## src/rtl/sddma_pkg.sv

```systemverilog
// Constants shared by the descriptor DMA engine: register map, descriptor
// fields, status layout and AHB encodings.
// Assumes word-aligned APB accesses and a 32-bit AHB data path.
package sddma_pkg;

  // ************************************************************
  // Register offsets (byte addresses)
  // ************************************************************
  localparam logic [11:0] OFF_FIFO_THRESHOLD = 12'h04c;
  localparam logic [11:0] OFF_BUS_MODE = 12'h080;
  localparam logic [11:0] OFF_POLL_DEMAND = 12'h084;
  localparam logic [11:0] OFF_LIST_BASE = 12'h088;
  localparam logic [11:0] OFF_EVENT_STATUS = 12'h08c;
  localparam logic [11:0] OFF_IRQ_ENABLE = 12'h090;
  localparam logic [11:0] OFF_CUR_DESC = 12'h094;
  localparam logic [11:0] OFF_CUR_BUF = 12'h098;

  // ************************************************************
  // Reset values
  // ************************************************************
  localparam logic [31:0] RESET_WORD = 32'h0000_0000;
  localparam logic [11:0] RESET_THRESHOLD = 12'h000;

  // ************************************************************
  // Register fields
  // ************************************************************
  localparam int BUS_MODE_ENABLE_BIT = 7;
  localparam int TX_THRESHOLD_LSB = 0;
  localparam int RX_THRESHOLD_LSB = 16;
  localparam int THRESHOLD_WIDTH = 12;
  localparam logic [31:0] BUS_MODE_MASK = 32'h0000_0080;
  localparam logic [31:0] FIFO_THRESHOLD_MASK = 32'h0fff_0fff;

  // Status bit positions
  localparam int ST_TX_DONE = 0;
  localparam int ST_RX_DONE = 1;
  localparam int ST_BUS_ERROR = 2;
  localparam int ST_DESC_UNAVAIL = 4;
  localparam int ST_CARD_ERROR = 5;
  localparam int ST_NORMAL_SUMMARY = 8;
  localparam int ST_ABNORMAL_SUMMARY = 9;
  localparam logic [31:0] EVENT_MASK = 32'h0000_0037;
  localparam logic [31:0] NORMAL_MASK = 32'h0000_0003;
  localparam logic [31:0] ABNORMAL_MASK = 32'h0000_0034;
  localparam logic [31:0] ENABLE_MASK = 32'h0000_0037;

  // ************************************************************
  // Descriptor fields
  // ************************************************************
  localparam int DESC_OWN_BIT = 31;
  localparam int DESC_END_OF_RING_BIT = 5;
  localparam int DESC_CHAINED_BIT = 4;
  localparam int DESC_LAST_BIT = 2;
  localparam int DESC_IRQ_SUPPRESS_BIT = 1;
  localparam int BUFFER_SIZE_MSB = 12;
  localparam int DESC_WORDS = 4;
  localparam logic [31:0] DESC_STRIDE = 32'h0000_0010;
  localparam logic [31:0] WORD_STEP = 32'h0000_0004;

  // ************************************************************
  // AHB encodings
  // ************************************************************
  localparam logic [1:0] HTRANS_IDLE = 2'h0;
  localparam logic [1:0] HTRANS_NONSEQ = 2'h2;
  localparam logic [1:0] HTRANS_SEQ = 2'h3;
  localparam logic [2:0] HBURST_SINGLE = 3'h0;
  localparam logic [2:0] HBURST_INCR = 3'h1;
  localparam logic [2:0] HBURST_INCR4 = 3'h3;
  localparam logic [2:0] HSIZE_WORD = 3'h2;

  // Engine states
  typedef enum logic [3:0] {
    SDDMA_IDLE,
    SDDMA_LOAD,
    SDDMA_FETCH,
    SDDMA_CHECK,
    SDDMA_SUSPEND,
    SDDMA_WAIT_CMD,
    SDDMA_WAIT_REQ,
    SDDMA_XFER,
    SDDMA_CLOSE
  } sddma_state_t;

endpackage

```

## src/rtl/sddma_engine.sv

```systemverilog
// Descriptor-driven DMA engine of an SD/MMC host: APB register slave,
// AHB master for descriptors and buffers, FIFO push/pop toward the card side.
// Assumes the bus interface unit gates its request so that a whole chunk
// of FIFO data or space is available when the request is high.
`timescale 1ns/100ps

module sddma_engine #(
  parameter int BURST_BEATS = 4
) (
  input wire logic i_clk,
  input wire logic i_reset,
  // APB register slave
  input wire logic i_psel,
  input wire logic i_penable,
  input wire logic i_pwrite,
  input wire logic [11:0] i_paddr,
  input wire logic [31:0] i_pwdata,
  output logic [31:0] o_prdata,
  output logic o_pready,
  output logic o_pslverr,
  // AHB master
  output logic [31:0] o_haddr,
  output logic [1:0] o_htrans,
  output logic o_hwrite,
  output logic [2:0] o_hsize,
  output logic [2:0] o_hburst,
  output logic [31:0] o_hwdata,
  input wire logic [31:0] i_hrdata,
  input wire logic i_hready,
  input wire logic i_hresp,
  // Bus interface unit side
  input wire logic i_biu_write_command,
  input wire logic i_command_done,
  input wire logic i_biu_error,
  input wire logic i_dma_transfer_request,
  output logic [11:0] o_transmit_threshold,
  output logic [11:0] o_receive_threshold,
  output logic o_fifo_push,
  output logic [31:0] o_fifo_wdata,
  output logic o_fifo_pop,
  input wire logic [31:0] i_fifo_rdata,
  output logic o_interrupt
);
  import sddma_pkg::*;

  localparam logic [12:0] BURST_BYTES = 13'(BURST_BEATS * 4);
  localparam logic [4:0] BURST_COUNT = 5'(BURST_BEATS);
  localparam logic [4:0] DESC_COUNT = 5'(DESC_WORDS);

  // ************************************************************
  // Declarations
  // ************************************************************
  logic [31:0] fifo_threshold_config;
  logic [31:0] bus_mode_config;
  logic [31:0] descriptor_list_base;
  logic [31:0] dma_interrupt_enable;
  logic [31:0] dma_event_status;
  logic [31:0] current_descriptor_pointer;
  logic [31:0] current_buffer_pointer;
  logic base_written;
  logic poll_pulse;
  logic normal_summary_flag;
  logic abnormal_summary_flag;
  logic [31:0] read_data;
  logic read_hit;
  logic apb_write;
  sddma_state_t state;
  logic [31:0] desc_word [DESC_WORDS];
  logic [1:0] word_idx;
  logic [12:0] remain;
  logic [12:0] chunk_bytes;
  logic [4:0] addr_left;
  logic [4:0] data_left;
  logic dphase;
  logic start_pending;
  logic cmd_ok;
  logic transmit_dir;
  logic ev_tx_done;
  logic ev_rx_done;
  logic ev_bus_error;
  logic ev_unavail;
  logic ev_card_error;
  logic op_done;
  logic [31:0] next_descriptor;
  logic [31:0] event_set;
  logic [31:0] event_clear;

  assign o_hsize = HSIZE_WORD;
  assign o_transmit_threshold = fifo_threshold_config[TX_THRESHOLD_LSB +: THRESHOLD_WIDTH];
  assign o_receive_threshold = fifo_threshold_config[RX_THRESHOLD_LSB +: THRESHOLD_WIDTH];
  assign apb_write = i_psel && i_penable && o_pready && i_pwrite;

  // ************************************************************
  // Register read decode
  // ************************************************************
  // Read mux; poll demand is write-only and reads as zero
  always_comb begin
    read_hit = 1'b1;
    read_data = RESET_WORD;
    unique case (i_paddr)
      OFF_FIFO_THRESHOLD: read_data = fifo_threshold_config;
      OFF_BUS_MODE: read_data = bus_mode_config;
      OFF_POLL_DEMAND: read_data = RESET_WORD;
      OFF_LIST_BASE: read_data = descriptor_list_base;
      OFF_EVENT_STATUS: begin
        read_data = dma_event_status;
        read_data[ST_NORMAL_SUMMARY] = normal_summary_flag;
        read_data[ST_ABNORMAL_SUMMARY] = abnormal_summary_flag;
      end
      OFF_IRQ_ENABLE: read_data = dma_interrupt_enable;
      OFF_CUR_DESC: read_data = current_descriptor_pointer;
      OFF_CUR_BUF: read_data = current_buffer_pointer;
      default: read_hit = 1'b0;
    endcase
  end

  // ************************************************************
  // APB slave
  // ************************************************************
  // One wait-free access: ready rises in the access phase
  always_ff @(posedge i_clk or posedge i_reset) begin
    if (i_reset) begin
      o_pready <= 1'b0;
      o_prdata <= RESET_WORD;
      o_pslverr <= 1'b0;
    end else begin
      o_pready <= i_psel && !i_penable;
      o_pslverr <= i_psel && !i_penable && !read_hit;
      if (i_psel && !i_penable && !i_pwrite) begin
        o_prdata <= read_data;
      end
    end
  end

  // Software-written configuration and the strobes derived from it
  always_ff @(posedge i_clk or posedge i_reset) begin
    if (i_reset) begin
      fifo_threshold_config <= RESET_WORD;
      bus_mode_config <= RESET_WORD;
      descriptor_list_base <= RESET_WORD;
      dma_interrupt_enable <= RESET_WORD;
      base_written <= 1'b0;
      poll_pulse <= 1'b0;
    end else begin
      base_written <= apb_write && (i_paddr == OFF_LIST_BASE);
      poll_pulse <= apb_write && (i_paddr == OFF_POLL_DEMAND);
      if (apb_write) begin
        unique case (i_paddr)
          OFF_FIFO_THRESHOLD: fifo_threshold_config <= i_pwdata & FIFO_THRESHOLD_MASK;
          OFF_BUS_MODE: bus_mode_config <= i_pwdata & BUS_MODE_MASK;
          OFF_LIST_BASE: descriptor_list_base <= i_pwdata;
          OFF_IRQ_ENABLE: dma_interrupt_enable <= i_pwdata & ENABLE_MASK;
          default: ;
        endcase
      end
    end
  end

  // ************************************************************
  // Status and interrupt
  // ************************************************************
  assign event_clear = (apb_write && (i_paddr == OFF_EVENT_STATUS)) ?
                       (i_pwdata & EVENT_MASK) : RESET_WORD;
  assign event_set = {26'h0000000, ev_card_error, ev_unavail, 1'b0,
                      ev_bus_error, ev_rx_done, ev_tx_done};

  // Sticky flags; a set in the clearing cycle wins, nothing is counted
  always_ff @(posedge i_clk or posedge i_reset) begin
    if (i_reset) begin
      dma_event_status <= RESET_WORD;
    end else begin
      dma_event_status <= (dma_event_status & ~event_clear) | event_set;
    end
  end

  // Summaries follow the enabled flags, so they fall on their own
  always_ff @(posedge i_clk or posedge i_reset) begin
    if (i_reset) begin
      normal_summary_flag <= 1'b0;
      abnormal_summary_flag <= 1'b0;
      o_interrupt <= 1'b0;
    end else begin
      normal_summary_flag <= |(dma_event_status & dma_interrupt_enable & NORMAL_MASK);
      abnormal_summary_flag <= |(dma_event_status & dma_interrupt_enable & ABNORMAL_MASK);
      o_interrupt <= normal_summary_flag || abnormal_summary_flag;
    end
  end

  // ************************************************************
  // Engine and AHB master
  // ************************************************************
  assign op_done = dphase && i_hready && !i_hresp && (data_left == 5'h01);
  assign chunk_bytes = (remain >= BURST_BYTES) ? BURST_BYTES : 13'h0004;

  // Next descriptor: ring wrap first, then chained pointer, then stride
  always_comb begin
    if (desc_word[0][DESC_END_OF_RING_BIT]) begin
      next_descriptor = descriptor_list_base;
    end else if (desc_word[0][DESC_CHAINED_BIT]) begin
      next_descriptor = desc_word[3];
    end else begin
      next_descriptor = current_descriptor_pointer + DESC_STRIDE;
    end
  end

  // Buffer bursts use undefined-length INCR (descriptor fetches use INCR4) so no 1 KB check is made; buffers
  // that straddle such a boundary are the driver's concern.
  always_ff @(posedge i_clk or posedge i_reset) begin
    if (i_reset) begin
      state <= SDDMA_IDLE;
      for (int i = 0; i < DESC_WORDS; i++) begin
        desc_word[i] <= RESET_WORD;
      end
      word_idx <= 2'h0;
      remain <= 13'h0000;
      addr_left <= 5'h00;
      data_left <= 5'h00;
      dphase <= 1'b0;
      start_pending <= 1'b0;
      cmd_ok <= 1'b0;
      transmit_dir <= 1'b0;
      current_descriptor_pointer <= RESET_WORD;
      current_buffer_pointer <= RESET_WORD;
      o_haddr <= RESET_WORD;
      o_htrans <= HTRANS_IDLE;
      o_hwrite <= 1'b0;
      o_hburst <= HBURST_SINGLE;
      o_hwdata <= RESET_WORD;
      o_fifo_push <= 1'b0;
      o_fifo_wdata <= RESET_WORD;
      o_fifo_pop <= 1'b0;
      ev_tx_done <= 1'b0;
      ev_rx_done <= 1'b0;
      ev_bus_error <= 1'b0;
      ev_unavail <= 1'b0;
      ev_card_error <= 1'b0;
    end else begin
      ev_tx_done <= 1'b0;
      ev_rx_done <= 1'b0;
      ev_bus_error <= 1'b0;
      ev_unavail <= 1'b0;
      ev_card_error <= 1'b0;
      o_fifo_push <= 1'b0;
      o_fifo_pop <= 1'b0;
      if (base_written) begin
        start_pending <= 1'b1;
        current_descriptor_pointer <= descriptor_list_base;
      end
      // Pipelined beats: address phase and previous data phase overlap
      if (dphase && i_hresp) begin
        o_htrans <= HTRANS_IDLE;
        dphase <= 1'b0;
        addr_left <= 5'h00;
        data_left <= 5'h00;
        ev_bus_error <= 1'b1;
        state <= SDDMA_IDLE;
      end else if (i_hready && (dphase || o_htrans != HTRANS_IDLE)) begin
        if (dphase) begin
          data_left <= data_left - 5'h01;
          if (state == SDDMA_FETCH) begin
            desc_word[word_idx] <= i_hrdata;
            word_idx <= word_idx + 2'h1;
          end else if (state == SDDMA_XFER && !o_hwrite) begin
            o_fifo_wdata <= i_hrdata;
            o_fifo_push <= 1'b1;
          end
        end
        dphase <= (o_htrans != HTRANS_IDLE);
        if (o_htrans != HTRANS_IDLE) begin
          if (o_hwrite && state == SDDMA_XFER) begin
            o_hwdata <= i_fifo_rdata;
            o_fifo_pop <= 1'b1;
          end else if (o_hwrite) begin
            o_hwdata <= desc_word[0] & ~(32'h1 << DESC_OWN_BIT);
          end
          if (addr_left > 5'h01) begin
            o_haddr <= o_haddr + WORD_STEP;
            o_htrans <= HTRANS_SEQ;
            addr_left <= addr_left - 5'h01;
          end else begin
            o_htrans <= HTRANS_IDLE;
            addr_left <= 5'h00;
          end
        end
      end
      unique case (state)
        SDDMA_IDLE: begin
          cmd_ok <= 1'b0;
          if (start_pending && bus_mode_config[BUS_MODE_ENABLE_BIT]) begin
            start_pending <= 1'b0;
            state <= SDDMA_LOAD;
          end
        end
        SDDMA_LOAD: begin
          o_haddr <= current_descriptor_pointer;
          o_htrans <= HTRANS_NONSEQ;
          o_hwrite <= 1'b0;
          o_hburst <= HBURST_INCR4;
          addr_left <= DESC_COUNT;
          data_left <= DESC_COUNT;
          word_idx <= 2'h0;
          state <= SDDMA_FETCH;
        end
        SDDMA_FETCH: begin
          if (op_done) begin
            state <= SDDMA_CHECK;
          end
        end
        SDDMA_CHECK: begin
          if (!desc_word[0][DESC_OWN_BIT]) begin
            ev_unavail <= 1'b1;
            state <= SDDMA_SUSPEND;
          end else begin
            remain <= desc_word[1][BUFFER_SIZE_MSB:0];
            current_buffer_pointer <= desc_word[2];
            state <= cmd_ok ? SDDMA_WAIT_REQ : SDDMA_WAIT_CMD;
          end
        end
        SDDMA_SUSPEND: begin
          if (poll_pulse) begin
            state <= SDDMA_LOAD;
          end
        end
        SDDMA_WAIT_CMD: begin
          if (i_biu_error) begin
            ev_card_error <= 1'b1;
            state <= SDDMA_IDLE;
          end else if (i_command_done) begin
            cmd_ok <= 1'b1;
            transmit_dir <= i_biu_write_command;
            state <= SDDMA_WAIT_REQ;
          end
        end
        SDDMA_WAIT_REQ: begin
          if (remain == 13'h0000) begin
            o_haddr <= current_descriptor_pointer;
            o_htrans <= HTRANS_NONSEQ;
            o_hwrite <= 1'b1;
            o_hburst <= HBURST_SINGLE;
            addr_left <= 5'h01;
            data_left <= 5'h01;
            state <= SDDMA_CLOSE;
          end else if (i_dma_transfer_request) begin
            o_haddr <= current_buffer_pointer;
            o_htrans <= HTRANS_NONSEQ;
            o_hwrite <= !transmit_dir;
            o_hburst <= (remain >= BURST_BYTES) ? HBURST_INCR : HBURST_SINGLE;
            addr_left <= (remain >= BURST_BYTES) ? BURST_COUNT : 5'h01;
            data_left <= (remain >= BURST_BYTES) ? BURST_COUNT : 5'h01;
            state <= SDDMA_XFER;
          end
        end
        SDDMA_XFER: begin
          if (op_done) begin
            current_buffer_pointer <= current_buffer_pointer + {19'h00000, chunk_bytes};
            remain <= remain - chunk_bytes;
            state <= SDDMA_WAIT_REQ;
          end
        end
        SDDMA_CLOSE: begin
          if (op_done) begin
            if (!desc_word[0][DESC_IRQ_SUPPRESS_BIT]) begin
              ev_tx_done <= transmit_dir;
              ev_rx_done <= !transmit_dir;
            end
            if (desc_word[0][DESC_LAST_BIT]) begin
              state <= SDDMA_IDLE;
            end else begin
              current_descriptor_pointer <= next_descriptor;
              state <= SDDMA_LOAD;
            end
          end
        end
        // Unused codes of the wider state word fall back to idle
        default: state <= SDDMA_IDLE;
      endcase
    end
  end

endmodule

```

## config.mk

```make
export PLATFORM = sky130hd
export DESIGN_NAME = sddma_engine
export DESIGN_NICKNAME = d
export VERILOG_FILES = /design/src/rtl/sddma_pkg.sv /design/src/rtl/sddma_engine.sv
export SDC_FILE = /design/constraint.sdc
export NUM_CORES = 1
export LEC_CHECK = 0
export CAP_MARGIN = 25
export CORE_ASPECT_RATIO = 0.5
export CORE_MARGIN = 1
export CORE_UTILIZATION = 66
export CTS_BUF_LIST = sky130_fd_sc_hd__clkbuf_8
export CTS_CLUSTER_DIAMETER = 200
export DETAILED_ROUTE_END_ITERATION = 12
export DONT_BUFFER_PORTS = 1
export HOLD_SLACK_MARGIN = 0.02
export PLACE_DENSITY = 0.82
export SLEW_MARGIN = 10
export SYNTH_ARGS = -nofsm -noshare
export SYNTH_HDL_FRONTEND = slang
export SYNTH_SLANG_ARGS = --single-unit
export TNS_END_PERCENT = 5
```

## constraint.sdc

```tcl
create_clock -name i_clk -period 13.7 [get_ports i_clk]
set_input_delay 0.685 -clock i_clk [delete_from_list [all_inputs] [get_ports i_clk]]
set_output_delay 0.685 -clock i_clk [all_outputs]
set_load 0.05 [all_outputs]
```

==> metrics.log, run 1 <==
[metrics] status: finished clean
[metrics] cell type group with the largest total delay on the critical path: simple AND/OR/NAND/NOR gates
[metrics] data required time at the worst endpoint: 14.21 ns
[metrics] length of the first detailed-routing pass in iterations: 9
[metrics] Ys Warns: 0
[metrics] vertical extent of the die: 125 µm
[metrics] maximum number of pins on one net before global-route repair: 139
[metrics] DRC marker count from the first detailed-route iteration: 2,166
[metrics] largest fanout on the critical path: 7
[metrics] sum of buffers and inverters on the critical path: 0
[metrics] Syn-to-layout area delta: 7.98%
[metrics] Async S/R FF share, synth: 1.00
[metrics] fraction of layout cells with a size suffix above 1: 0.171
[metrics] fraction of power consumed by sequential logic: 0.524
[metrics] H-tree Lvls: 2
[metrics] number of enable-type register cells in the synthesized netlist: 0
[metrics] number of synthesized register bits: 420
[metrics] routability cong.: 0.986
[metrics] count of final setup violators: 0
[metrics] clock period minus final worst setup slack: 3.93 ns
[metrics] die span in x: 249 µm
[metrics] fillers: 2,028
[metrics] global-route wire length before repair: 91.5 mm
[metrics] area of the die: 31,200 µm²
[metrics] internal power summed over all cells: 0.00185 W
[metrics] Max Clock Skew: 0.0372 ns
[metrics] clock slew seen by the registers of the worst setup and hold paths: 0.08 ns
[metrics] number of buffers inserted for hold repair after clock tree synthesis: 0
[metrics] power density cells: 115 nW/µm²
[metrics] Detailed Place HPWL: 42.4 mm
[metrics] antenna violations before repair: 1
[metrics] largest stage delay on the critical path: 0.70 ns
[metrics] cells along the critical path: or4_1, or3_1, ha_1, a31oi_1, nor4_2, nand3_1, or4_1, o21ai_0, a21oi_1
[metrics] ANT nets after route: 0
[metrics] placed insts: 2,213
[metrics] predominant post-synthesis flop cell: sky130_fd_sc_hd__dfrtp_1
[metrics] net switching power: 0.000653 W
[metrics] Highest Clock Rate: 255 MHz
[metrics] Max VDD drop: 0.0724 mV
[metrics] combinational cell fraction of total power: 0.056
[metrics] starting density of the core: 0.682
[metrics] unrepaired setup endpoints after global routing: false
[metrics] number of nets in the layout: 2,020
[metrics] number of gates resized after cts: 0
[metrics] cts bufs inserted: 57
[metrics] final non-filler cell area: 21,700 µm²
[metrics] count of vias placed by the detailed router: 15,900
[metrics] DRC violations left: 0
[metrics] clock sink count: 420
[metrics] core region area: 29,500 µm²
[metrics] library cells used by synthesis: 76
[metrics] Critical Path Source Type: register
[metrics] slew of the pin with the lowest slew margin: 1.06 ns
[metrics] Synth Area per Inst: 10.5 µm²
[metrics] Lkg Pwr: 10.1 nW
[metrics] Period Utilization, post-route: 0.287
[metrics] count of port buffers added during placement: 0
[metrics] kind of capture point of the worst setup path: register
[metrics] standard-cell row count: 44
[metrics] cell occurring most often along the worst timing path: sky130_fd_sc_hd__or4_1
[metrics] clock root buffer: sky130_fd_sc_hd__clkbuf_8
[metrics] Total Routing Usage GR: 0.385
[metrics] Detailed Route WL: 60.3 mm
[metrics] max-slew violations: 0
[metrics] total standard cell area after synthesis: 20,100 µm²
[metrics] post-detailed-route via-to-cell ratio: 6.86
[metrics] fraction of power consumed by the clock network: 0.419
[metrics] number of maximum-capacitance constraint violations: 0
[metrics] leftover overflow at the end of global routing: 0
[metrics] number of global-route vias before repair: 15,100
[metrics] class of the most critical setup path: register to register
[metrics] Routed WL per cell: 26.0 µm
[metrics] sequential fraction of the synthesis area: 0.522
[metrics] final core utilization: 0.737
[metrics] area post-placement: 20,400 µm²
[metrics] worst max-slew margin expressed relative to the limit: 0.291
[metrics] TritonCTS clock tree: yes
[metrics] Non-Filler Instances: 2,324
[metrics] Top Ports: 285
[metrics] Clk Latency, worst-skew pair: 0.67 ns
[metrics] maximum count of clock buffers along a single path: 3
[metrics] class of the tightest hold or removal check: input pin to asynchronous set/reset pin
[metrics] Post-Synthesis Cells: 1,922
[metrics] arrival time of the worst setup path: 4.43 ns
[metrics] Worst Hold Margin: 0.0843 ns
[metrics] switching share of power: 0.261
[metrics] Slowest cell on crit path: sky130_fd_sc_hd__or4_1
[metrics] Post-Route Setup TNS: 0 ns
[metrics] endpoints failing hold: 0
[metrics] Post-CTS Setup Bufs: 0
power groups by stage:
stage               registers (W)  logic, W  clock network [W]
floorplan                 0.00133  0.000111                  0
global placement          0.00134  0.000135                  0
detailed placement        0.00134  0.000137                  0
CTS                       0.00131  0.000138            0.00105
global route              0.00132  0.000160            0.00111
finish                    0.00132  0.000141            0.00105
state kept, by name, indices dropped and copies added, names as in the netlist, 13 cells and up:
| signal | flops |
|---|---|
| o_fifo_wdata | 32 |
| o_hwdata | 32 |
| o_haddr | 32 |
| current_descriptor_pointer | 32 |
| remain | 13 |
| fifo_threshold_config | 24 |
| descriptor_list_base | 32 |
| current_buffer_pointer | 32 |
| o_prdata | 32 |
| desc_word | 109 |
per-layer routing:
layer,share of wire,track usage,up-vias
met2,0.40,0.522,1025
met1,0.43,0.573,7916
li1,-,-,6893
met3,0.15,0.165,98
met4,0.016,0.0760,2
met5,0.0014,0.0211,-
cell usage after synthesis (33+ instances only):
cell	count	area share
sky130_fd_sc_hd__nand3_1	44	0.011
sky130_fd_sc_hd__a21oi_1	81	0.020
sky130_fd_sc_hd__mux2i_1	44	0.022
sky130_fd_sc_hd__nor3_1	36	0.0089
sky130_fd_sc_hd__dfrtp_1	420	0.52
sky130_fd_sc_hd__a222oi_1	37	0.018
sky130_fd_sc_hd__nand2_1	275	0.051
sky130_fd_sc_hd__mux2_2	175	0.098
sky130_fd_sc_hd__inv_1	33	0.0062
sky130_fd_sc_hd__xnor2_1	40	0.017
sky130_fd_sc_hd__a22oi_1	60	0.022
sky130_fd_sc_hd__nor2_1	102	0.019
sky130_fd_sc_hd__clkbuf_1	86	0.016
sky130_fd_sc_hd__o21ai_0	124	0.031
logic make-up after synthesis:
group | count (synthesis) | share of synthesized area
other | 2 | 0.000373
XOR/XNOR | 58 | 0.0252
buffers and inverters | 163 | 0.0334
adder cells (fa/ha/maj) | 16 | 0.00994
AND/OR/NAND/NOR | 600 | 0.141
flip-flops | 420 | 0.522
AO/OA/AOI/OAI | 443 | 0.147
multiplexers | 220 | 0.121
area by class of cell:
class / count / area, µm² / share of cell area
clock inverters: 34 / 264 / 0.0121
diodes: 1 / 2.50 / 0.000115
inverters: 34 / 135 / 0.00622
repair buffers: 31 / 345 / 0.0159
multi-input cells: 1341 / 9000 / 0.414
clock buffers: 72 / 991 / 0.0456
well taps: 391 / 489 / 0.0225
flip-flops and latches: 420 / 10500 / 0.483
placed cells by master, fill, tap and decap left out, drive strengths merged, types with 10 or more instances in the layout:
cell      n
nor4     23
o22ai    19
clkinv   10
nor2    103
a22oi    60
a21oi    81
a21boi   20
dfrtp   420
ha       16
buf      31
nand2   277
clkbuf   72
nand4    17
a211oi   19
nand3    44
or4      12
nor3     37
nor2b    20
mux2i    45
inv      53
and3     19
xnor2    40
o21ai   130
xor2     18
a222oi   37
mux2    175
stage by stage:
step / worst slack [ns] / total power, W
6_report: 9.77 / 0.00251
5_1_grt: 9.52 / 0.00258
3_5_place_dp: 9.68 / 0.00147
3_3_place_gp: 9.71 / 0.00147
2_1_floorplan: 1.32 / 0.00144
4_1_cts: 9.81 / 0.00250
path summary, 6_finish.rpt:
check | startpoint | end | slack [ns] | cells after the start
min in group i_clk | i_penable | o_pready | 0.12 | 1
min | i_reset | o_hwdata[2] | 0.08 | 1
min reg2reg | ev_bus_error | dma_event_status[2] | 0.43 | 1
max reg2reg | remain[7] | current_buffer_pointer[31] | 9.77 | 9
max | remain[7] | current_buffer_pointer[31] | 9.77 | 9
max in group asynchronous | i_reset | o_haddr[9] | 10.84 | 5
Note: power is estimated with default switching activity, not from simulation.
==> run 2: changes to the inputs <==
--- a/config.mk
+++ b/config.mk
@@ -5,6 +5,7 @@
 export SDC_FILE = /design/constraint.sdc
 export NUM_CORES = 1
 export LEC_CHECK = 0
+export ABC_AREA = 1
 export CAP_MARGIN = 25
 export CORE_ASPECT_RATIO = 0.5
 export CORE_MARGIN = 1
==> constraint.sdc (replaced) <==
create_clock -name i_clk -period 4.05 [get_ports i_clk]
set_input_delay 0.2025 -clock i_clk [delete_from_list [all_inputs] [get_ports i_clk]]
set_output_delay 0.2025 -clock i_clk [all_outputs]
set_load 0.05 [all_outputs]
==> run 2 against run 1 <==
Effect of this change: sequential power grew to 3.6 times the previous value; global-route usage increased by 7.0 points; clock-buffer cell count down 2; register-to-register slack worse by 9.2 ns; synthesized area grew 7.0%; highest routed layer unchanged; critical path type unchanged; non-clock buffer count up 134; setup slack got worse by 9.2 ns; cell area is 12% higher; sequential share of layout area fell by 5.2 points; routed wire length rose by 26%; first-iteration DRC count rose by 55%; combinational power rose to 7.2 times the previous value.
==> metrics.log, run 2 <==
[metrics] status: finished clean (unchanged)
[metrics] cell accounting for the most synthesized area: sky130_fd_sc_hd__dfrtp_1 (unchanged)
[metrics] die span in x: 257 µm (was 249 µm)
[metrics] TritonCTS clock tree: yes (unchanged)
[metrics] leading cell type in the layout, fill and taps excluded: sky130_fd_sc_hd__nand2_1 (was sky130_fd_sc_hd__dfrtp_1)
[metrics] maximum count of clock buffers along a single path: 3 (unchanged)
[metrics] flip-flop count of the largest register after layout: 109 (unchanged)
[metrics] clock slew seen by the registers of the worst setup and hold paths: 0.08 ns (about the same)
[metrics] final core utilization: 0.764 (was 0.737)
[metrics] starting density of the core: 0.675 (was 0.682)
[metrics] post-detailed-route via-to-cell ratio: 6.32 (was 6.86)
[metrics] DRC marker count from the first detailed-route iteration: 3,364 (was 2,166)
[metrics] Detailed Place HPWL: 52.2 mm (was 42.4 mm)
[metrics] count of vias placed by the detailed router: 21,400 (was 15,900)
[metrics] Clk Latency, worst-skew pair: 0.67 ns (about the same)
[metrics] area fraction in compound gates after synthesis: 0.144 (was 0.147)
[metrics] library cells used by synthesis: 48 (was 76)
[metrics] kind of capture point of the worst setup path: register (unchanged)
[metrics] largest fanout on the critical path: 17 (was 7)
[metrics] core region area: 31,900 µm² (was 29,500 µm²)
[metrics] number of synthesized register bits: 420 (unchanged)
[metrics] unrepaired setup endpoints after global routing: false (unchanged)
[metrics] Worst Hold Margin: 0.0587 ns (was 0.0843 ns)
[metrics] number of buffers inserted for hold repair after clock tree synthesis: 132 (was 0)
[metrics] max-slew violations: 0 (unchanged)
[metrics] leftover overflow at the end of global routing: 0 (unchanged)
[metrics] Post-Synthesis Cells: 2,811 (was 1,922)
[metrics] Max Clock Skew: 0.0558 ns (was 0.0372 ns)
[metrics] sequential fraction of the synthesis area: 0.488 (was 0.522)
[metrics] Commonest cells post-synth: sky130_fd_sc_hd__nand2_1, sky130_fd_sc_hd__dfrtp_1, sky130_fd_sc_hd__o21ai_0 (was sky130_fd_sc_hd__dfrtp_1, sky130_fd_sc_hd__nand2_1, sky130_fd_sc_hd__mux2_2)
[metrics] vertical extent of the die: 130 µm (was 125 µm)
[metrics] commonest non-fill, non-tap cells in the layout: sky130_fd_sc_hd__nand2_1, sky130_fd_sc_hd__dfrtp_1, sky130_fd_sc_hd__o21ai_0, sky130_fd_sc_hd__nor2_1, sky130_fd_sc_hd__inv_1 (was sky130_fd_sc_hd__dfrtp_1, sky130_fd_sc_hd__nand2_1, sky130_fd_sc_hd__mux2_2, sky130_fd_sc_hd__o21ai_0, sky130_fd_sc_hd__nor2_1)
[metrics] Max VDD drop: 0.306 mV (was 0.0724 mV)
[metrics] Synth Area per Inst: 7.66 µm² (was 10.5 µm²)
[metrics] area of the die: 33,400 µm² (was 31,200 µm²)
[metrics] predominant post-synthesis flop cell: sky130_fd_sc_hd__dfrtp_1 (unchanged)
[metrics] global-route wire length before repair: 115 mm (was 91.5 mm)
[metrics] most instantiated library cell after synthesis: sky130_fd_sc_hd__nand2_1 (was sky130_fd_sc_hd__dfrtp_1)
[metrics] cts bufs inserted: 57 (unchanged)
[metrics] Synth top area share: 0.488 (was 0.522)
[metrics] class of the most critical setup path: register to register (unchanged)
[metrics] count of port buffers added during placement: 0 (unchanged)
[metrics] Highest Clock Rate: 289 MHz (was 255 MHz)
[metrics] H-tree Lvls: 2 (unchanged)
[metrics] maximum number of pins on one net before global-route repair: 107 (was 139)
[metrics] endpoints failing hold: 0 (unchanged)
[metrics] area share of fa/ha/maj cells after synthesis: 0.00930 (was 0.00994)
[metrics] clock period minus final worst setup slack: 3.46 ns (was 3.93 ns)
[metrics] fillers: 2,242 (was 2,028)
[metrics] multiplexer share of the synthesized area: 0 (was 0.121)
[metrics] main combinational cell family by area after synthesis: simple AND/OR/NAND/NOR gates (was compound AO/OA/AOI/OAI gates)
[metrics] count of final setup violators: 0 (unchanged)
[metrics] Ys Warns: 0 (unchanged)
[metrics] number of enable-type register cells in the synthesized netlist: 0 (unchanged)
[metrics] Post-Route Setup TNS: 0 ns (unchanged)
[metrics] Top Ports: 285 (unchanged)
[metrics] power density cells: 383 nW/µm² (was 115 nW/µm²)
[metrics] data required time at the worst endpoint: 4.61 ns (was 14.21 ns)
[metrics] number of maximum-capacitance constraint violations: 0 (unchanged)
[metrics] register area: 10,500 µm² (unchanged)
[metrics] Detailed Route WL: 76.2 mm (was 60.3 mm)
[metrics] number of global-route vias before repair: 19,800 (was 15,100)
[metrics] Critical Path Source Type: register (unchanged)
[metrics] Post-CTS Setup Bufs: 0 (unchanged)
[metrics] area of the multi-input gates: 9350 µm² (was 9000 µm²)
[metrics] Lkg Pwr: 11.9 nW (was 10.1 nW)
[metrics] xor and xnor area share after synthesis: 0.0138 (was 0.0252)
[metrics] clock root buffer: sky130_fd_sc_hd__clkbuf_8 (unchanged)
[metrics] standard-cell row count: 46 (was 44)
[metrics] ANT nets after route: 0 (unchanged)
[metrics] antenna violations before repair: 2 (was 1)
[metrics] number of nets in the layout: 3,048 (was 2,020)
[metrics] Syn-to-layout area delta: 13.1% (was 7.98%)
[metrics] total standard cell area after synthesis: 21,500 µm² (was 20,100 µm²)
[metrics] fraction of layout cells with a size suffix above 1: 0.0581 (was 0.171)
[metrics] simple-gate share of the synthesized area: 0.266 (was 0.141)
[metrics] Period Utilization, post-route: 0.854 (was 0.287)
[metrics] arrival time of the worst setup path: 4.02 ns (was 4.43 ns)
[metrics] worst max-slew margin expressed relative to the limit: 0.366 (was 0.291)
[metrics] ranking of synthesized cells by area: sky130_fd_sc_hd__dfrtp_1, sky130_fd_sc_hd__nand2_1, sky130_fd_sc_hd__o21ai_0, sky130_fd_sc_hd__nor2_1, sky130_fd_sc_hd__inv_1 (was sky130_fd_sc_hd__dfrtp_1, sky130_fd_sc_hd__mux2_2, sky130_fd_sc_hd__nand2_1, sky130_fd_sc_hd__o21ai_0, sky130_fd_sc_hd__a22oi_1)
[metrics] Async S/R FF share, synth: 1.00 (unchanged)
[metrics] clock sink count: 420 (unchanged)
[metrics] length of the first detailed-routing pass in iterations: 6 (was 9)
[metrics] Routed WL per cell: 22.5 µm (was 26.0 µm)
[metrics] Total Routing Usage GR: 0.455 (was 0.385)
[metrics] number of gates resized after cts: 0 (unchanged)
[metrics] antenna diode count: 0 (was 1)
[metrics] slew of the pin with the lowest slew margin: 0.951 ns (was 1.06 ns)
[metrics] largest register by flop count: desc_word (unchanged)
[metrics] class of the tightest hold or removal check: input pin to register (was input pin to asynchronous set/reset pin)
[metrics] routability cong.: 1.00 (was 0.986)
[metrics] DRC violations left: 0 (unchanged)
-- run 2: final timing paths --
kind	from	to	slack, ns	depth (start not counted)
max in group asynchronous	i_reset	remain[12]	2.67	4
worst min register to register	transmit_dir	ev_rx_done	0.44	1
worst max register to register	o_pready	descriptor_list_base[31]	0.59	8
worst max-delay path	o_pready	descriptor_list_base[31]	0.59	8
min in group asynchronous	i_reset	dma_interrupt_enable[5]	0.07	2
worst min-delay path	i_paddr[6]	o_prdata[7]	0.06	6
-- run 2: layout make-up --
class | count | area share
clock buffer | 70 | 0.0396
clock inverter | 34 | 0.0110
inverter | 276 | 0.0427
multi-input combinational | 1993 | 0.384
sequential | 420 | 0.432
tap | 432 | 0.0222
timing repair buffer | 165 | 0.0691
-- run 2: layer usage --
layer / vias to the layer above / wire length, µm / global-route usage
li1: 9333 / - / -
met1: 10300 / 31000 / 0.658
met2: 1611 / 31700 / 0.650
met3: 216 / 11600 / 0.172
met4: 4 / 1890 / 0.113
met5: - / 23 / 0
-- run 2: report_power, final --
group,total (W),internal [W],switching (W)
Sequential,0.00472,0.00430,0.000416
Clock,0.00359,0.00183,0.00175
Combinational,0.00101,0.000322,0.000689
Total,0.00932,0.00646,0.00286
-- run 2: cell families (layout without fill, tap and decap cells) --
logic type | Yosys count | count (layout)
AO/OA/AOI/OAI | 561 | 561
XOR/XNOR | 34 | 34
adder cells (fa/ha/maj) | 16 | 16
buffers and inverters | 400 | 545
flip-flops | 420 | 420
other | 2 | 4
AND/OR/NAND/NOR | 1378 | 1378
-- run 2: critical path: stages, from the launching register on --
cell	delay [ns]
sky130_fd_sc_hd__dfrtp_1	0.65
sky130_fd_sc_hd__nand3_1	0.14
sky130_fd_sc_hd__nor2_1	0.53
sky130_fd_sc_hd__nand2_1	0.22
sky130_fd_sc_hd__nor2_4	0.41
sky130_fd_sc_hd__nand2_1	0.10
sky130_fd_sc_hd__dlygate4sd3_1	0.60
sky130_fd_sc_hd__o21ai_0	0.10
sky130_fd_sc_hd__dlygate4sd3_1	0.57
-- run 2: per-stage QoR --
stage          instance area [µm²]  instances  total power, W  setup slack, ns
6_report                     24400       3390         0.00932            0.592
5_1_grt                      24400       3390         0.00961            0.551
4_1_cts                      24300       3387         0.00924            0.755
3_5_place_dp                 21700       3151         0.00568            0.957
3_3_place_gp                 21700       3149         0.00566             1.07
2_1_floorplan                21500       2813         0.00542            -1.82
